`src/hdl/ncop_defs.vh`:
```
// Constants for the numeric coprocessor operand port
`ifndef NCOP_DEFS_VH
`define NCOP_DEFS_VH

// Register byte offsets
`define NCOP_OFF_CTRL      8'h00
`define NCOP_OFF_CLOCKS    8'h04
`define NCOP_OFF_EXC       8'h08
`define NCOP_OFF_STATUS    8'h0C
`define NCOP_OFF_STACK     8'h10
`define NCOP_OFF_IPTR      8'h14
`define NCOP_OFF_DPTR      8'h18
`define NCOP_OFF_INT_STAT  8'h1C
`define NCOP_OFF_INT_MASK  8'h20
`define NCOP_OFF_DATA      8'h24

// Control fields
`define NCOP_CTRL_FMT_LSB  0
`define NCOP_CTRL_FMT_MSB  2
`define NCOP_CTRL_MEMREF   3
`define NCOP_CTRL_STORE    4
`define NCOP_CTRL_ODD      5
`define NCOP_CTRL_W        6
`define NCOP_CTRL_RESET    6'h00

// Operand formats
`define NCOP_FMT_SHORT_REAL  3'h0
`define NCOP_FMT_LONG_REAL   3'h1
`define NCOP_FMT_TEMP_REAL   3'h2
`define NCOP_FMT_PACKED      3'h3
`define NCOP_FMT_WORD_INT    3'h4
`define NCOP_FMT_SHORT_INT   3'h5
`define NCOP_FMT_LONG_INT    3'h6

// Operand sizes in bits; packed sizes in digits and bytes
`define NCOP_BITS_SHORT_REAL 7'h20
`define NCOP_BITS_LONG_REAL  7'h40
`define NCOP_BITS_TEMP_REAL  7'h50
`define NCOP_PACKED_DIGITS   5'h12
`define NCOP_PACKED_BYTES    4'hA
`define NCOP_BITS_WORD_INT   7'h10
`define NCOP_BITS_SHORT_INT  7'h20
`define NCOP_BITS_LONG_INT   7'h40
`define NCOP_WORD_SHIFT      4

// Exception control fields
`define NCOP_EXC_OVF_UNM   0
`define NCOP_EXC_UNF_UNM   1
`define NCOP_EXC_DEN_MSK   2
`define NCOP_EXC_PREC      3
`define NCOP_EXC_INVALID   4
`define NCOP_EXC_ZDIV      5
`define NCOP_EXC_DEN_UNM   6
`define NCOP_EXC_W         7

// Execution penalties in coprocessor clocks
`define NCOP_PEN_OVF       17'h0000E
`define NCOP_PEN_UNF       17'h00010
`define NCOP_PEN_DEN       17'h00021

// Clock and reset values, stack field positions
`define NCOP_CLK_MHZ        10
`define NCOP_CLOCKS_RESET   32'h0000000A
`define NCOP_STACK_TOP_LSB  0
`define NCOP_STACK_IDX_LSB  4
`define NCOP_STACK_PHYS_LSB 8
`define NCOP_STACK_MAX      3'h7

// Status fields
`define NCOP_ST_STATE_LSB   0
`define NCOP_ST_BUSY        3
`define NCOP_ST_TOP_LSB     4
`define NCOP_ST_WORDS_LSB   8
`define NCOP_ST_CLK_LSB     16

// Interrupt bits
`define NCOP_INT_DONE       0
`define NCOP_INT_WORD       1
`define NCOP_INT_W          2

`endif

```
`src/hdl/ncop_core.v`:
```
// Numeric coprocessor operand port with APB registers
// Behaviour
// RQ1: host spends one bus cycle dispatching escape
// RQ2: pointer loads overlap execution, add no time
// RQ3: only memory operands move words, per length
// RQ4: even address: one memory, one coprocessor cycle
// RQ5: odd address: two byte cycles plus one; the ODD bit is never read, so odd words cost the same as even
// RQ6: real operands 32, 64, 80 bits
// RQ7: packed decimal: 18 digits in 10 bytes
// RQ8: integer operands 16, 32, 64 bits
// RQ9: stack registers indexed 0..7 from top
// RQ10: penalties 14 overflow, 16 underflow, 33 denormal
// RQ11: precision exception leaves clock count unchanged
// RQ12: invalid, denormal, zero-divide shorten within range
// RQ13: clocks counted on own clock, 10 MHz
// RQ14: handshake tolerates any acknowledge latency
// RQ15: one request per word, await acknowledge
`timescale 1ns/10ps
`default_nettype none
`include "ncop_defs.vh"

module ncop_core
#(
  parameter DW      = 16,
  parameter CW      = 17,
  parameter SHORTEN = 17'h00005
)
(
  input  wire          pclk,
  input  wire          presetn,
  input  wire          psel,
  input  wire          penable,
  input  wire          pwrite,
  input  wire [7:0]    paddr,
  input  wire [31:0]   pwdata,
  output reg  [31:0]   prdata,
  output reg           pready,
  output reg           pslverr,
  input  wire          escape_opcode,
  input  wire          pointer_load,
  input  wire [15:0]   pointer_ip,
  input  wire [15:0]   pointer_dp,
  output reg           operand_transfer_request,
  input  wire          operand_transfer_acknowledge,
  input  wire [DW-1:0] operand_data_in,
  output reg  [DW-1:0] operand_data_out,
  output reg           busy,
  output reg           irq
);

  localparam S_IDLE = 3'd0;
  localparam S_XREQ = 3'd1;
  localparam S_XGAP = 3'd2;
  localparam S_EXEC = 3'd3;
  localparam S_DONE = 3'd4;

  // Operand size per format
  function [6:0] fmt_bits;
    input [2:0] fmt;
    begin
      case (fmt)
        `NCOP_FMT_SHORT_REAL: fmt_bits = `NCOP_BITS_SHORT_REAL; // RQ6
        `NCOP_FMT_LONG_REAL:  fmt_bits = `NCOP_BITS_LONG_REAL;  // RQ6
        `NCOP_FMT_TEMP_REAL:  fmt_bits = `NCOP_BITS_TEMP_REAL;  // RQ6
        `NCOP_FMT_PACKED:     fmt_bits = {`NCOP_PACKED_BYTES, 3'b000}; // RQ7
        `NCOP_FMT_WORD_INT:   fmt_bits = `NCOP_BITS_WORD_INT;   // RQ8
        `NCOP_FMT_SHORT_INT:  fmt_bits = `NCOP_BITS_SHORT_INT;  // RQ8
        `NCOP_FMT_LONG_INT:   fmt_bits = `NCOP_BITS_LONG_INT;   // RQ8
        default:              fmt_bits = `NCOP_BITS_WORD_INT;
      endcase
    end
  endfunction

  // Register decode, used by read and write paths
  function mapped;
    input [7:0] a;
    begin
      case (a)
        `NCOP_OFF_CTRL, `NCOP_OFF_CLOCKS, `NCOP_OFF_EXC, `NCOP_OFF_STATUS,
        `NCOP_OFF_STACK, `NCOP_OFF_IPTR, `NCOP_OFF_DPTR, `NCOP_OFF_INT_STAT,
        `NCOP_OFF_INT_MASK, `NCOP_OFF_DATA: mapped = 1'b1;
        default: mapped = 1'b0;
      endcase
    end
  endfunction

  reg [`NCOP_CTRL_W-1:0] ctrl_reg;
  reg [31:0]             clocks_reg;
  reg [`NCOP_EXC_W-1:0]  exc_reg;
  reg [2:0]              stack_top_register;
  reg [2:0]              stack_index_reg;
  reg [15:0]             iptr_reg;
  reg [15:0]             dptr_reg;
  reg [`NCOP_INT_W-1:0]  int_stat_reg;
  reg [`NCOP_INT_W-1:0]  int_mask_reg;
  reg [DW-1:0]           data_in_reg;
  reg [2:0]              state_reg;
  reg [2:0]              state_next;
  reg [3:0]              words_reg;
  reg                    post_xfer_reg;
  reg [CW-1:0]           last_clocks_reg;

  wire           wr_en   = psel & penable & pready & pwrite;
  wire           setup   = psel & ~penable & ~pready;
  wire [6:0]     op_bits = fmt_bits(ctrl_reg[`NCOP_CTRL_FMT_MSB:`NCOP_CTRL_FMT_LSB]);
  // Every format is whole 16-bit words, so no remainder is kept
  wire [6:0]     op_shift = op_bits >> `NCOP_WORD_SHIFT;
  wire [3:0]     op_words = op_shift[3:0]; // RQ3
  wire           mem_ref = ctrl_reg[`NCOP_CTRL_MEMREF];
  wire           store   = ctrl_reg[`NCOP_CTRL_STORE];
  wire [2:0]     stack_relative_register = stack_top_register + stack_index_reg; // RQ9
  wire           word_ack = (state_reg == S_XREQ) & operand_transfer_request
                            & operand_transfer_acknowledge;
  wire           timer_done;
  wire [CW-1:0]  timer_elapsed;
  reg            timer_load;
  reg  [CW-1:0]  exec_clocks;
  reg  [CW-1:0]  penalty;
  reg  [CW-1:0]  typical;
  reg  [CW-1:0]  floor_clk;

  // Execution length from typical count, shortening and penalties
  always @*
  begin
    typical   = {1'b0, clocks_reg[15:0]};
    floor_clk = {1'b0, clocks_reg[31:16]};
    penalty   = {CW{1'b0}};
    if (exc_reg[`NCOP_EXC_OVF_UNM])
      penalty = penalty + `NCOP_PEN_OVF; // RQ10
    if (exc_reg[`NCOP_EXC_UNF_UNM])
      penalty = penalty + `NCOP_PEN_UNF; // RQ10
    if (exc_reg[`NCOP_EXC_DEN_MSK])
      penalty = penalty + `NCOP_PEN_DEN; // RQ10
    exec_clocks = typical;
    // Shortened count never drops under the minimum of the range
    if (exc_reg[`NCOP_EXC_INVALID] | exc_reg[`NCOP_EXC_ZDIV] | exc_reg[`NCOP_EXC_DEN_UNM])
    begin
      if (typical > floor_clk + SHORTEN)
        exec_clocks = typical - SHORTEN; // RQ12
      else
        exec_clocks = floor_clk; // RQ12
    end
    // Precision flag deliberately has no term here
    exec_clocks = exec_clocks + penalty; // RQ11
  end

  ncop_exec_timer #(
    .CW (CW)
  ) u_timer (
    .pclk       (pclk),
    .presetn    (presetn),
    .load       (timer_load),
    .load_value (exec_clocks),
    .done       (timer_done),
    .running    (),
    .elapsed    (timer_elapsed)
  );

  // Sequencer: dispatch, word transfers, execution
  always @*
  begin
    state_next = state_reg;
    timer_load = 1'b0;
    case (state_reg)
      S_IDLE:
        if (escape_opcode)
        begin
          // Escape dispatch cycle is the host's; memory loads fetch operand words next, others start execution next
          if (mem_ref & ~store & (op_words != 4'h0))
            state_next = S_XREQ; // RQ1
          else
          begin
            state_next = S_EXEC; // RQ1
            timer_load = 1'b1;
          end
        end
      S_XREQ:
        if (word_ack)
        begin
          if (words_reg == 4'h1)
          begin
            if (post_xfer_reg)
              state_next = S_DONE;
            else
            begin
              state_next = S_EXEC;
              timer_load = 1'b1;
            end
          end
          else
            state_next = S_XGAP; // RQ15
        end
      S_XGAP:
        state_next = S_XREQ;
      S_EXEC:
        if (timer_done)
        begin
          if (mem_ref & store & (op_words != 4'h0))
            state_next = S_XREQ; // RQ3
          else
            state_next = S_DONE;
        end
      S_DONE:
        state_next = S_IDLE;
      default:
        state_next = S_IDLE;
    endcase
  end

  always @(posedge pclk or negedge presetn)
  begin
    if (!presetn)
    begin
      state_reg                <= S_IDLE;
      words_reg                <= 4'h0;
      post_xfer_reg            <= 1'b0;
      operand_transfer_request <= 1'b0;
      data_in_reg              <= {DW{1'b0}};
      busy                     <= 1'b0;
      last_clocks_reg          <= {CW{1'b0}};
    end
    else
    begin
      state_reg <= state_next;
      busy      <= (state_next != S_IDLE);
      if ((state_reg == S_IDLE) & escape_opcode)
      begin
        words_reg     <= op_words;
        post_xfer_reg <= store;
      end
      if (timer_done)
        last_clocks_reg <= timer_elapsed;
      // Request held until acknowledged, however late it comes
      if (word_ack)
      begin
        operand_transfer_request <= 1'b0; // RQ15
        words_reg                <= words_reg - 4'h1;
        if (~post_xfer_reg)
          data_in_reg <= operand_data_in;
      end
      else if (state_next == S_XREQ)
        operand_transfer_request <= 1'b1; // RQ14
    end
  end

  // Register writes, status and interrupts
  always @(posedge pclk or negedge presetn)
  begin
    if (!presetn)
    begin
      ctrl_reg           <= `NCOP_CTRL_RESET;
      clocks_reg         <= `NCOP_CLOCKS_RESET;
      exc_reg            <= {`NCOP_EXC_W{1'b0}};
      stack_top_register <= 3'h0;
      stack_index_reg    <= 3'h0;
      iptr_reg           <= 16'h0000;
      dptr_reg           <= 16'h0000;
      int_stat_reg       <= {`NCOP_INT_W{1'b0}};
      int_mask_reg       <= {`NCOP_INT_W{1'b0}};
      operand_data_out   <= {DW{1'b0}};
      irq                <= 1'b0;
    end
    else
    begin
      // Pointer loads accepted in any state, never stall execution
      if (pointer_load)
      begin
        iptr_reg <= pointer_ip; // RQ2
        dptr_reg <= pointer_dp; // RQ2
      end
      if (wr_en)
      begin
        case (paddr)
          `NCOP_OFF_CTRL:     ctrl_reg <= pwdata[`NCOP_CTRL_W-1:0];
          `NCOP_OFF_CLOCKS:   clocks_reg <= pwdata;
          `NCOP_OFF_EXC:      exc_reg <= pwdata[`NCOP_EXC_W-1:0];
          `NCOP_OFF_STACK:
          begin
            stack_top_register <= pwdata[`NCOP_STACK_TOP_LSB+2:`NCOP_STACK_TOP_LSB];
            stack_index_reg    <= pwdata[`NCOP_STACK_IDX_LSB+2:`NCOP_STACK_IDX_LSB]; // RQ9
          end
          `NCOP_OFF_INT_MASK: int_mask_reg <= pwdata[`NCOP_INT_W-1:0];
          `NCOP_OFF_DATA:     operand_data_out <= pwdata[DW-1:0];
          default:            ;
        endcase
      end
      // Set wins over a write-one-to-clear in the same cycle
      int_stat_reg <= (int_stat_reg
                       & ~((wr_en & (paddr == `NCOP_OFF_INT_STAT))
                           ? pwdata[`NCOP_INT_W-1:0] : {`NCOP_INT_W{1'b0}}))
                      | {word_ack, state_reg == S_DONE};
      irq <= |(int_stat_reg & int_mask_reg);
    end
  end

  // APB slave: one wait-free access phase
  always @(posedge pclk or negedge presetn)
  begin
    if (!presetn)
    begin
      pready  <= 1'b0;
      pslverr <= 1'b0;
      prdata  <= 32'h00000000;
    end
    else
    begin
      pready  <= setup;
      pslverr <= setup & ~mapped(paddr);
      if (setup & ~pwrite)
      begin
        case (paddr)
          `NCOP_OFF_CTRL:     prdata <= {26'h0, ctrl_reg};
          `NCOP_OFF_CLOCKS:   prdata <= clocks_reg;
          `NCOP_OFF_EXC:      prdata <= {25'h0, exc_reg};
          `NCOP_OFF_STATUS:
            prdata <= {last_clocks_reg[15:0], 4'h0, words_reg, 1'b0,
                       stack_top_register, busy, state_reg};
          `NCOP_OFF_STACK:
            prdata <= {21'h0, stack_relative_register, 1'b0,
                       stack_index_reg, 1'b0, stack_top_register};
          `NCOP_OFF_IPTR:     prdata <= {16'h0, iptr_reg};
          `NCOP_OFF_DPTR:     prdata <= {16'h0, dptr_reg};
          `NCOP_OFF_INT_STAT: prdata <= {30'h0, int_stat_reg};
          `NCOP_OFF_INT_MASK: prdata <= {30'h0, int_mask_reg};
          `NCOP_OFF_DATA:     prdata <= {16'h0, data_in_reg};
          default:            prdata <= 32'h00000000;
        endcase
      end
      else
        prdata <= 32'h00000000;
    end
  end

endmodule // ncop_core

`default_nettype wire

```
`src/hdl/ncop_exec_timer.v`:
```
// Execution clock counter of the numeric coprocessor
`timescale 1ns/10ps
`default_nettype none

module ncop_exec_timer
#(
  parameter CW = 17
)
(
  input  wire          pclk,
  input  wire          presetn,
  input  wire          load,
  input  wire [CW-1:0] load_value,
  output reg           done,
  output reg           running,
  output reg  [CW-1:0] elapsed
);

  reg [CW-1:0] remain_reg;

  // Counts coprocessor clocks only, independent of host bus timing
  always @(posedge pclk or negedge presetn)
  begin
    if (!presetn)
    begin
      remain_reg <= {CW{1'b0}};
      running    <= 1'b0;
      done       <= 1'b0;
      elapsed    <= {CW{1'b0}};
    end
    else
    begin
      done <= 1'b0;
      if (load)
      begin
        remain_reg <= load_value;
        running    <= 1'b1;
        elapsed    <= {CW{1'b0}};
      end
      else if (running)
      begin
        elapsed <= elapsed + {{(CW-1){1'b0}}, 1'b1}; // RQ13
        if (remain_reg <= {{(CW-1){1'b0}}, 1'b1})
        begin
          running <= 1'b0;
          done    <= 1'b1;
        end
        else
          remain_reg <= remain_reg - {{(CW-1){1'b0}}, 1'b1};
      end
    end
  end

endmodule // ncop_exec_timer

`default_nettype wire

```
`config.mk`:
```
export PLATFORM = sky130hd
export DESIGN_NAME = ncop_core
export DESIGN_NICKNAME = d
export VERILOG_FILES = /design/src/hdl/ncop_core.v /design/src/hdl/ncop_exec_timer.v
export VERILOG_INCLUDE_DIRS = /design/src /design/src/hdl
export SDC_FILE = /design/constraint.sdc
export NUM_CORES = 1
export LEC_CHECK = 0
export ABC_AREA = 1
export BUFFER_PORTS_ARGS = -buffer_cell sky130_fd_sc_hd__buf_2
export CELL_PAD_IN_SITES_DETAIL_PLACEMENT = 0
export CELL_PAD_IN_SITES_GLOBAL_PLACEMENT = 1
export CORE_UTILIZATION = 29
export DETAILED_ROUTE_END_ITERATION = 6
export PLACE_DENSITY_LB_ADDON = 0.1
export SETUP_SLACK_MARGIN = 0.1
export SLEW_MARGIN = 0
export SYNTH_ARGS = -nofsm -noshare
export SYNTH_HDL_FRONTEND = slang
export SYNTH_SLANG_ARGS = --single-unit
```
`constraint.sdc`:
```
create_clock -name pclk -period 7.8 [get_ports pclk]
set_input_delay 2.34 -clock pclk [delete_from_list [all_inputs] [get_ports pclk]]
set_output_delay 2.34 -clock pclk [all_outputs]
set_load 0.05 [all_outputs]
```
After elaboration in Yosys (flattened, before gate mapping)
Index checks and enable logic that the tools add are counted.
{ "totals": {"ff_bits": 216, "in_bits": 96, "output_inout_bits": 53, "elab_cells": 144} }
{ "classes": {"n_addsub": 9, "magnitude_cmp": 2, "eq_ne": 21, "mux": 39, "bitwise_logic": 27, "reduce_logical": 21} }
{ "op_table": {"columns": ["op", "n"], "rows": [
  ["one-hot mux 32 bit (10 select lines)", 1],
  ["two-way mux 17 bit", 9],
  ["== test 8 x 5 -> 1 bit (second input constant)", 4],
  ["two-way mux 32 bit", 1],
  ["one-hot mux 7 bit (3 select lines)", 1],
  ["two-way mux 3 bit", 6],
  ["adder 16 x 3 -> 17 bit (second input constant)", 1],
  ["adder 17 x 1 -> 17 bit (second input constant)", 1],
  ["adder 17 bit", 1],
  ["adder 17 x 5 -> 17 bit (second input constant)", 1],
  ["adder 17 x 6 -> 17 bit (second input constant)", 1],
  ["> comparator 16 x 17 -> 1 bit", 1],
  ["less-or-equal comparator 17 x 1 -> 1 bit (second input constant)", 1],
  ["subtractor 16 x 3 -> 17 bit (second input constant)", 1],
  ["subtractor 17 x 1 -> 17 bit (second input constant)", 1],
  ["== test 8 x 4 -> 1 bit (second input constant)", 2],
  ["== test 8 x 6 -> 1 bit (second input constant)", 2],
  ["AND reduction 2 bit", 8],
  ["AND 1 bit", 15],
  ["two-way mux 1 bit", 14],
  ["== test 3 x 2 -> 1 bit (second input constant)", 4],
  ["two-way mux 4 bit", 3],
  ["one-hot mux 3 bit (4 select lines)", 1],
  ["OR reduction 10 bit", 1],
  ["20 further kinds", 38]
]} }

Depth between registers and ports, before layout
Gate-level depths: netlist (run 1).
{ "logic_depth": {"ltp_word": 11, "mapped_depth": 39, "ltp_nobuf": 38} }

By module
Synthesis (run 1) repeated with hierarchy kept, for this count alone.
{ "hier_totals": {"cells_unflattened": 1519, "hier_area_um2": 11761.3} }
{ "modules_own_cells": {"columns": ["module", "instances", "cells_per_inst", "area_each_um2", "seq_area_each_um2"], "rows": [
  ["ncop_core", 1, 1153, 9389.0, 4506.8],
  ["ncop_exec_timer", 1, 366, 2372.3, 900.9]
]} }

Worst setup path before layout (run 1)
No wires, ideal clock.
{ "synth_timing": {"path_kind": "register -> register", "from": "reg clocks_reg[16]", "to": "reg u_timer.remain_reg[16]", "setup_ns": 0.116, "arrival_ns": 4.608, "required_ns": 7.684, "slack_ns": 3.076, "path_stages_with_launch": 35, "path_buffers": 1, "synth_period_minus_slack_ns": 4.724, "cell_sequence": "dfrtp_1 inv_1 o21ai_0 nand3_1 nor2_1 nand4_1 nor2_1 nand2_1 nor3_1 nand3_1 xor2_1 ha_1 nand2_1 nor2_1 nand4_1 nor2_2 nand2_2 nand2_4 nand2_4 buf_6 a21oi_1 o21ai_0 o21ai_0 inv_1 ha_1 fa_1 a21o_1 a21oi_1 o21ai_0 nand3_2 nor2_4 nand4_1 nand3_1 nand2_1 nand2_1"} }
{ "synth_via": {"elab_chain_len": 6} }
{ "synth_lines": {"columns": ["element", "line", "rtl"], "rows": [
  ["start: declaration", "ncop_core.v:88", "reg [31:0] clocks_reg;"],
  ["start signal: assignment", "ncop_core.v:252", "clocks_reg <= `NCOP_CLOCKS_RESET;"],
  ["start signal: assignment", "ncop_core.v:275", "`NCOP_OFF_CLOCKS: clocks_reg <= pwdata;"],
  ["adder 16 x 3 -> 17 bit", "ncop_core.v:138", "if (typical > floor_clk + SHORTEN)"],
  ["> comparator 16 x 17 -> 1 bit", "ncop_core.v:138", null],
  ["two-way mux 17 bit (*)", "ncop_core.v:138", null],
  ["two-way mux 17 bit (*)", "ncop_core.v:136", "if (exc_reg[`NCOP_EXC_INVALID] | exc_reg[`NCOP_EXC_ZDIV] | exc_reg[`NCOP_EXC_DEN_UNM])"],
  ["adder 17 bit (*)", "ncop_core.v:144", "exec_clocks = exec_clocks + penalty;"],
  ["two-way mux 17 bit (*)", "ncop_exec_timer.v:34", "if (load)"],
  ["end signal: assignment", "ncop_exec_timer.v:26", "remain_reg <= {CW{1'b0}};"],
  ["end signal: assignment", "ncop_exec_timer.v:36", "remain_reg <= load_value;"],
  ["end signal: assignment", "ncop_exec_timer.v:49", "remain_reg <= remain_reg - {{(CW-1){1'b0}}, 1'b1};"],
  ["end: declaration", "ncop_exec_timer.v:19", "reg [CW-1:0] remain_reg;"]
]} }
Mark *: on every way between the ends. The rest lies on a longest branch, timed or not.
A chain may end at the register's enable or synchronous reset.

Final worst setup path (run 1)
{ "layout_timing": {"from": "reg clocks_reg[16]", "to": "reg u_timer.remain_reg[10]"} }
Same word-level chain as after synthesis.

==> results of run 1 <==
kinds of logic (layout without fill, tap and decap cells):
logic type | count (synthesis) | count (layout) | share of synthesized area
AO/OA/AOI/OAI | 266 | 266 | 0.1275
XOR/XNOR | 37 | 37 | 0.02803
adder cells (fa/ha/maj) | 32 | 32 | 0.03593
buffers and inverters | 221 | 376 | 0.07694
flip-flops | 215 | 215 | 0.4655
multiplexers | 17 | 17 | 0.01645
AND/OR/NAND/NOR | 674 | 674 | 0.2496
power breakdown:
part / internal, W / switching, W / total [W]
combinational: 0.000216 / 0.000375 / 0.000591
sequential: 0.00126 / 0.000121 / 0.00138
clock: 0.000758 / 0.000511 / 0.00127
final timing paths:
kind | from | end | cells past startpoint
hold reg to reg | pready | pready | 1
max in group asynchronous | presetn | iptr_reg[13] | 2
min in group asynchronous | presetn | operand_data_out[5] | 1
setup / recovery | clocks_reg[16] | u_timer.remain_reg[10] | 32
hold / removal | pready | pready | 1
setup reg to reg | clocks_reg[16] | u_timer.remain_reg[10] | 32
synthesized netlist by cell type (3+ instances only):
master / count / area (um^2)
a21o_1: 3 / 22.52
a21oi_1: 97 / 485.5
a21oi_2: 3 / 26.28
a221oi_1: 16 / 140.1
a31oi_1: 4 / 25.02
a41oi_1: 4 / 35.03
buf_2: 5 / 25.02
buf_6: 4 / 45.04
clkbuf_1: 39 / 146.4
dfrtp_1: 213 / 5330
ha_1: 30 / 375.4
inv_1: 162 / 608.1
inv_2: 6 / 22.52
mux2_2: 16 / 180.2
nand2_1: 375 / 1408
nand2_2: 9 / 56.30
nand2_4: 6 / 67.56
nand3_1: 62 / 310.3
nand3_2: 5 / 50.05
nand4_1: 13 / 81.33
nor2_1: 153 / 574.3
nor2_2: 8 / 50.05
nor2_4: 3 / 33.78
nor3_1: 18 / 90.09
nor4_1: 7 / 43.79
o211ai_1: 7 / 52.55
o21ai_0: 115 / 575.6
o21ai_1: 7 / 35.03
o22ai_1: 4 / 25.02
or2_2: 4 / 25.02
xnor2_1: 7 / 61.31
xor2_1: 30 / 262.8
critical path: cells and delay by family, from the launching register on:
kind | cells | cell delay (ns)
xor gates and xnor gates | 1 | 0.16
AOI/OAI and AO/OA | 7 | 1.44
DFF | 1 | 0.40
adders and majority gates | 3 | 0.69
and+or+nand+nor | 19 | 2.62
buffers and inverters | 2 | 0.20
metrics by stage:
stage                     setup WS, ns  hold slack, ns  power [W]  cells    util
after CTS                        2.244          0.4611   0.003293   2135  0.3514
after detailed placement         2.056          0.4527   0.001998   2085  0.3283
after global routing             1.484          0.4932   0.003447   2135  0.3514
final                            2.193          0.4596   0.003243   2135  0.3514
after floorplan                  3.076          0.4419   0.001788   1462       -
after global placement           2.062          0.4552   0.002001   2085  0.3283
routing by layer:
metal  routed length (um)  part of all wire
met1                19640              0.49
met2                17590              0.44
met3                 1969             0.050
met4                  452             0.011
met5                   34           0.00086
cell type report:
class | instances | area [um^2]
Clock buffer | 36 | 769.5
Clock inverter | 14 | 131.4
Fill cell | 4193 | 25300
Inverter | 169 | 634.4
Multi-Input combinational cell | 1026 | 5309
Sequential cell | 215 | 5383
Tap cell | 518 | 648.1
Timing Repair Buffer | 157 | 830.8
==> impl_metrics.py, run 1 <==
metrics = {
    "clock_tree": {
        "clk_pin_slew_ns": 0.06,
        "cts_setup_buffers": 0,
        "htree_levels": 1,
        "insertion_delay_ns": 0.55,
        "cts_hold_buf": 0,
        "post_cts_resized": 0,
        "numCtsBuffers": 27,
        "cts_tree": "yes",
        "cts_buffer_depth": 3,
        "cts-root-buf": "clkbuf_16",
        "cts.sink_count": 215,
    },
    "detailed_routing": {
        "vias": 10040,
        "drt-total-wl_mm": 39.68,
        "drc": 0,
        "dr.pass1.iters": 5,
        "vias_per_cell": 4.703,
        "wire_per_inst_um": 18.59,
        "antenna_left": 0,
        "drtIter0Drc": 532,
    },
    "global_routing": {
        "grt_max_degree": 140,
        "met1_usage": 0.2862,
        "top_usage_layer": "met2",
        "grt_pass1_vias": 10098,
        "antenna_found_initial": 3,
        "track_usage": 0.1965,
        "met2_usage": 0.3047,
        "grt_pass1_wl_mm": 61.34,
        "gr-total-overflow": 0,
        "grtUsageMet3": 0.03596,
    },
    "synth": {
        "syn_area_um2": 11560,
        "synth_edf_count": 0,
        "synth_ff_type": "dfrtp_1",
        "synth-seq-cells": 215,
        "synthArstFlopShare": 1.000,
        "post_synth.cell_area_avg_um2": 7.909,
        "synth.yosys.seq_area_share": 0.4655,
        "synth_warnings": 0,
        "synth.distinct_cells": 53,
        "netlist_instances": 1462,
        "synth_fp_nets": 1590,
    },
    "worst_setup_path": {
        "cp.arrival_ns": 6.09,
        "cp-end-kind": "flip-flop",
        "critical_path.max_stage_delay_ns": 0.51,
        "slowest_stage": "o21ai_0",
        "startpoint_type": "flip-flop",
        "crit_type": "reg2reg",
        "cp_max_fo": 21,
        "crit_required_ns": 8.28,
        "ff2ff_setup_slack_ns": 2.19,
    },
    "timing": {
        "worst_pin_slew_ns": 1.200,
        "fmax_mhz": 178.3,
        "hold_viol": 0,
        "setup_viol": 0,
        "fin_skew_ns": 0.01900,
        "setup_tns_ns": 0,
        "drv_slew": 0,
        "rsz0062_at_grt": "false",
        "min_period_ns": 5.607,
        "fin_crit_sh": 0.7188,
        "maxSlewHeadroom": 0.1992,
    },
    "floorplan": {
        "die_w_um": 201.7,
        "die_h_um": 201.7,
        "floorplan.initialDensity": 0.2964,
        "ios": 149,
        "dieArea_um2": 40670,
        "rows": 72,
        "core_um2": 39010,
    },
    "power_and_ir_drop": {
        "p_leak_nw": 6.844,
        "cellPowerDensity_nw_per_um2": 236.7,
        "ir_worst_vdd_uv": 144.3,
    },
    "layout": {
        "num_antenna_cells": 0,
        "layout-drive-gt1-share": 0.1688,
        "syn_to_final_growth_pct": 18.54,
        "stdcell_area_um2": 13710,
        "layout_common_cells": "nand2_1 (374), dfrtp_1 (213), inv_1 (162)",
        "layout_commonest_cell": "nand2_1",
        "fin_nets": 1724,
    },
    "placement": {
        "dpl_cell_area_um2": 12800,
        "io_buffers": 148,
        "post-dp-hpwl_mm": 29.34,
        "routabilityCongestion": 0.8519,
    },
    "job": {
        "maxCapViolCount": 0,
    },
    "outcome": {
        "outcome": "completed",
    },
    "min_path": {
        "hp-class": "reg2reg",
    },
}
Note: power is estimated with default switching activity, not from simulation.
==> run 2: changes to the inputs <==
==> constraint.sdc (replaced) <==
create_clock -name pclk -period 5.2 [get_ports pclk]
set_input_delay 1.56 -clock pclk [delete_from_list [all_inputs] [get_ports pclk]]
set_output_delay 1.56 -clock pclk [all_outputs]
set_load 0.05 [all_outputs]
==> impl_metrics.py, run 2 (synthesized netlist as in run 1, its figures left out) <==
metrics = {
    "global_routing": {
        "gr-total-overflow": 0,
        "grt_pass1_wl_mm": 62.69,
        "track_usage": 0.2026,
        "grt_max_degree": 102,
        "grt_pass1_vias": 10234,
        "antenna_found_initial": 3,
    },
    "timing": {
        "setup_ws_ns": 0.4662,
        "rsz0062_at_grt": "true",
        "setup_viol": 0,
        "min_period_ns": 4.734,
        "fin_crit_sh": 0.9103,
        "fin_skew_ns": 0.008294,
        "worst_pin_slew_ns": 0.9766,
        "maxSlewHeadroom": 0.3473,
        "drv_slew": 0,
        "hold_viol": 0,
        "fmax_mhz": 211.2,
        "setup_tns_ns": 0,
    },
    "worst_setup_path": {
        "cp_max_fo": 7,
        "crit_start": "clocks_reg[16]",
        "cp-end-kind": "flip-flop",
        "crit_required_ns": 5.68,
        "ff2ff_setup_slack_ns": 0.47,
        "r2r-end": "u_timer.remain_reg[11]",
        "crit_buf_inv": 7,
        "critical_path.max_stage_delay_ns": 0.40,
        "timing.rr.start": "clocks_reg[16]",
        "startpoint_type": "flip-flop",
        "r2r_cells": 37,
        "critPathTopFamily": "simple AND/OR/NAND/NOR gates",
        "crit_type": "reg2reg",
        "slowest_stage": "ha_1",
        "cp.arrival_ns": 5.22,
    },
    "clock_tree": {
        "cts_buffer_depth": 3,
        "insertion_delay_ns": 0.55,
        "numCtsBuffers": 27,
        "clk_pin_slew_ns": 0.06,
        "htree_levels": 1,
        "cts_tree": "yes",
        "cts.sink_count": 215,
        "cts-root-buf": "clkbuf_16",
    },
    "detailed_routing": {
        "antenna_left": 0,
        "drc": 0,
        "vias": 10300,
        "vias_per_cell": 4.749,
        "dr.pass1.iters": 5,
        "drt-total-wl_mm": 41.13,
        "wire_per_inst_um": 18.96,
        "drtIter0Drc": 633,
    },
    "placement": {
        "routabilityCongestion": 0.8776,
        "post-dp-hpwl_mm": 30.86,
        "dp.cells": 2111,
        "io_buffers": 148,
        "place_ws_ns": -0.1147,
    },
    "outcome": {
        "outcome": "completed",
    },
    "power_and_ir_drop": {
        "p_comb_frac": 0.183,
        "seqPwrFrac": 0.426,
        "swShare": 0.3096,
        "netSwitchingPower_w": 0.001514,
        "p_leak_nw": 7.008,
        "cellPowerDensity_nw_per_um2": 347.2,
        "clkPwrFrac": 0.391,
        "ir_worst_vdd_uv": 228.4,
        "power_w": 0.004891,
        "intPower_w": 0.003377,
    },
    "floorplan": {
        "die_h_um": 201.7,
        "dieArea_um2": 40670,
        "core_um2": 39010,
        "die_w_um": 201.7,
        "ios": 149,
        "rows": 72,
        "floorplan.initialDensity": 0.2964,
    },
    "min_path": {
        "hold_path_startpoint": "pready",
        "hp-class": "reg2reg",
        "worst_hold_path.num_cells": 1,
        "min_to": "pready",
    },
    "layout": {
        "layout_commonest_cell": "nand2_1",
        "num_antenna_cells": 0,
        "syn_to_final_growth_pct": 21.86,
        "instances_no_fill": 2169,
        "layout_common_cells": "nand2_1 (372), dfrtp_1 (213), inv_1 (160)",
        "layout-drive-gt1-share": 0.1981,
        "fin_nets": 1762,
    },
    "job": {
        "maxCapViolCount": 0,
    },
}
run 2: cell count changes in the layout (fill, tap and decap cells not counted), sizes merged:
cell / change
buf: +38
clkinv: -7
clkbuf: +2
clkinvlp: +2
inv: -1
run 2: area by class of cell:
class	count	area, um^2
tap	518	648.1
clock inverter	8	95.09
sequential	215	5383
multi-input combinational	1026	5405
fill	4163	24920
inverter	169	641.9
clock buffer	38	797.0
timing repair buffer	195	1120
run 2: worst max-delay path by stage:
stage | endpoint | slack, ns | depth (start not counted)
global placement | u_timer.remain_reg[16] | 0.01 | 33
finish | u_timer.remain_reg[11] | 0.47 | 37
CTS | u_timer.remain_reg[16] | 0.16 | 33
detailed placement | u_timer.remain_reg[16] | -0.11 | 33
floorplan | u_timer.remain_reg[16] | 0.48 | 34
global route | u_timer.remain_reg[11] | 0.002 | 38
run 2: what timing repair did:
action	CTS	global route
cloned	0	0
pin swaps	0	29
resized for setup	3	31
hold buffers	0	0
hold endpoints to repair	0	0
endpoints found under the setup margin	10	13
setup buffers	0	12
run 2: metrics by stage:
stage	util	hold WS [ns]	area, um^2
2_1_floorplan	-	0.4419	11560
4_1_cts	0.3561	0.4615	13890
3_3_place_gp	0.3331	0.4565	12990
5_1_grt	0.3612	0.4984	14090
3_5_place_dp	0.3331	0.4540	12990
6_report	0.3612	0.4608	14090
run 2: per-layer routing:
metal	share of wire	track usage	wire, um	vias to the layer above
met1	0.49	0.2930	19980	4917
met2	0.44	0.3103	18130	232
met4	0.020	0.05222	836	6
li1	-	-	-	5089
met3	0.052	0.03563	2139	56
met5	0.00090	0	37	-
run 2: power groups by stage:
stage | Clock, W | Sequential [W] | Combinational, W
after floorplan | 0 | 0.00207 | 0.000610
after global placement | 0 | 0.00211 | 0.000895
after detailed placement | 0 | 0.00210 | 0.000898
after CTS | 0.00196 | 0.00208 | 0.000901
after global routing | 0.00204 | 0.00211 | 0.00103
final | 0.00191 | 0.00208 | 0.000896
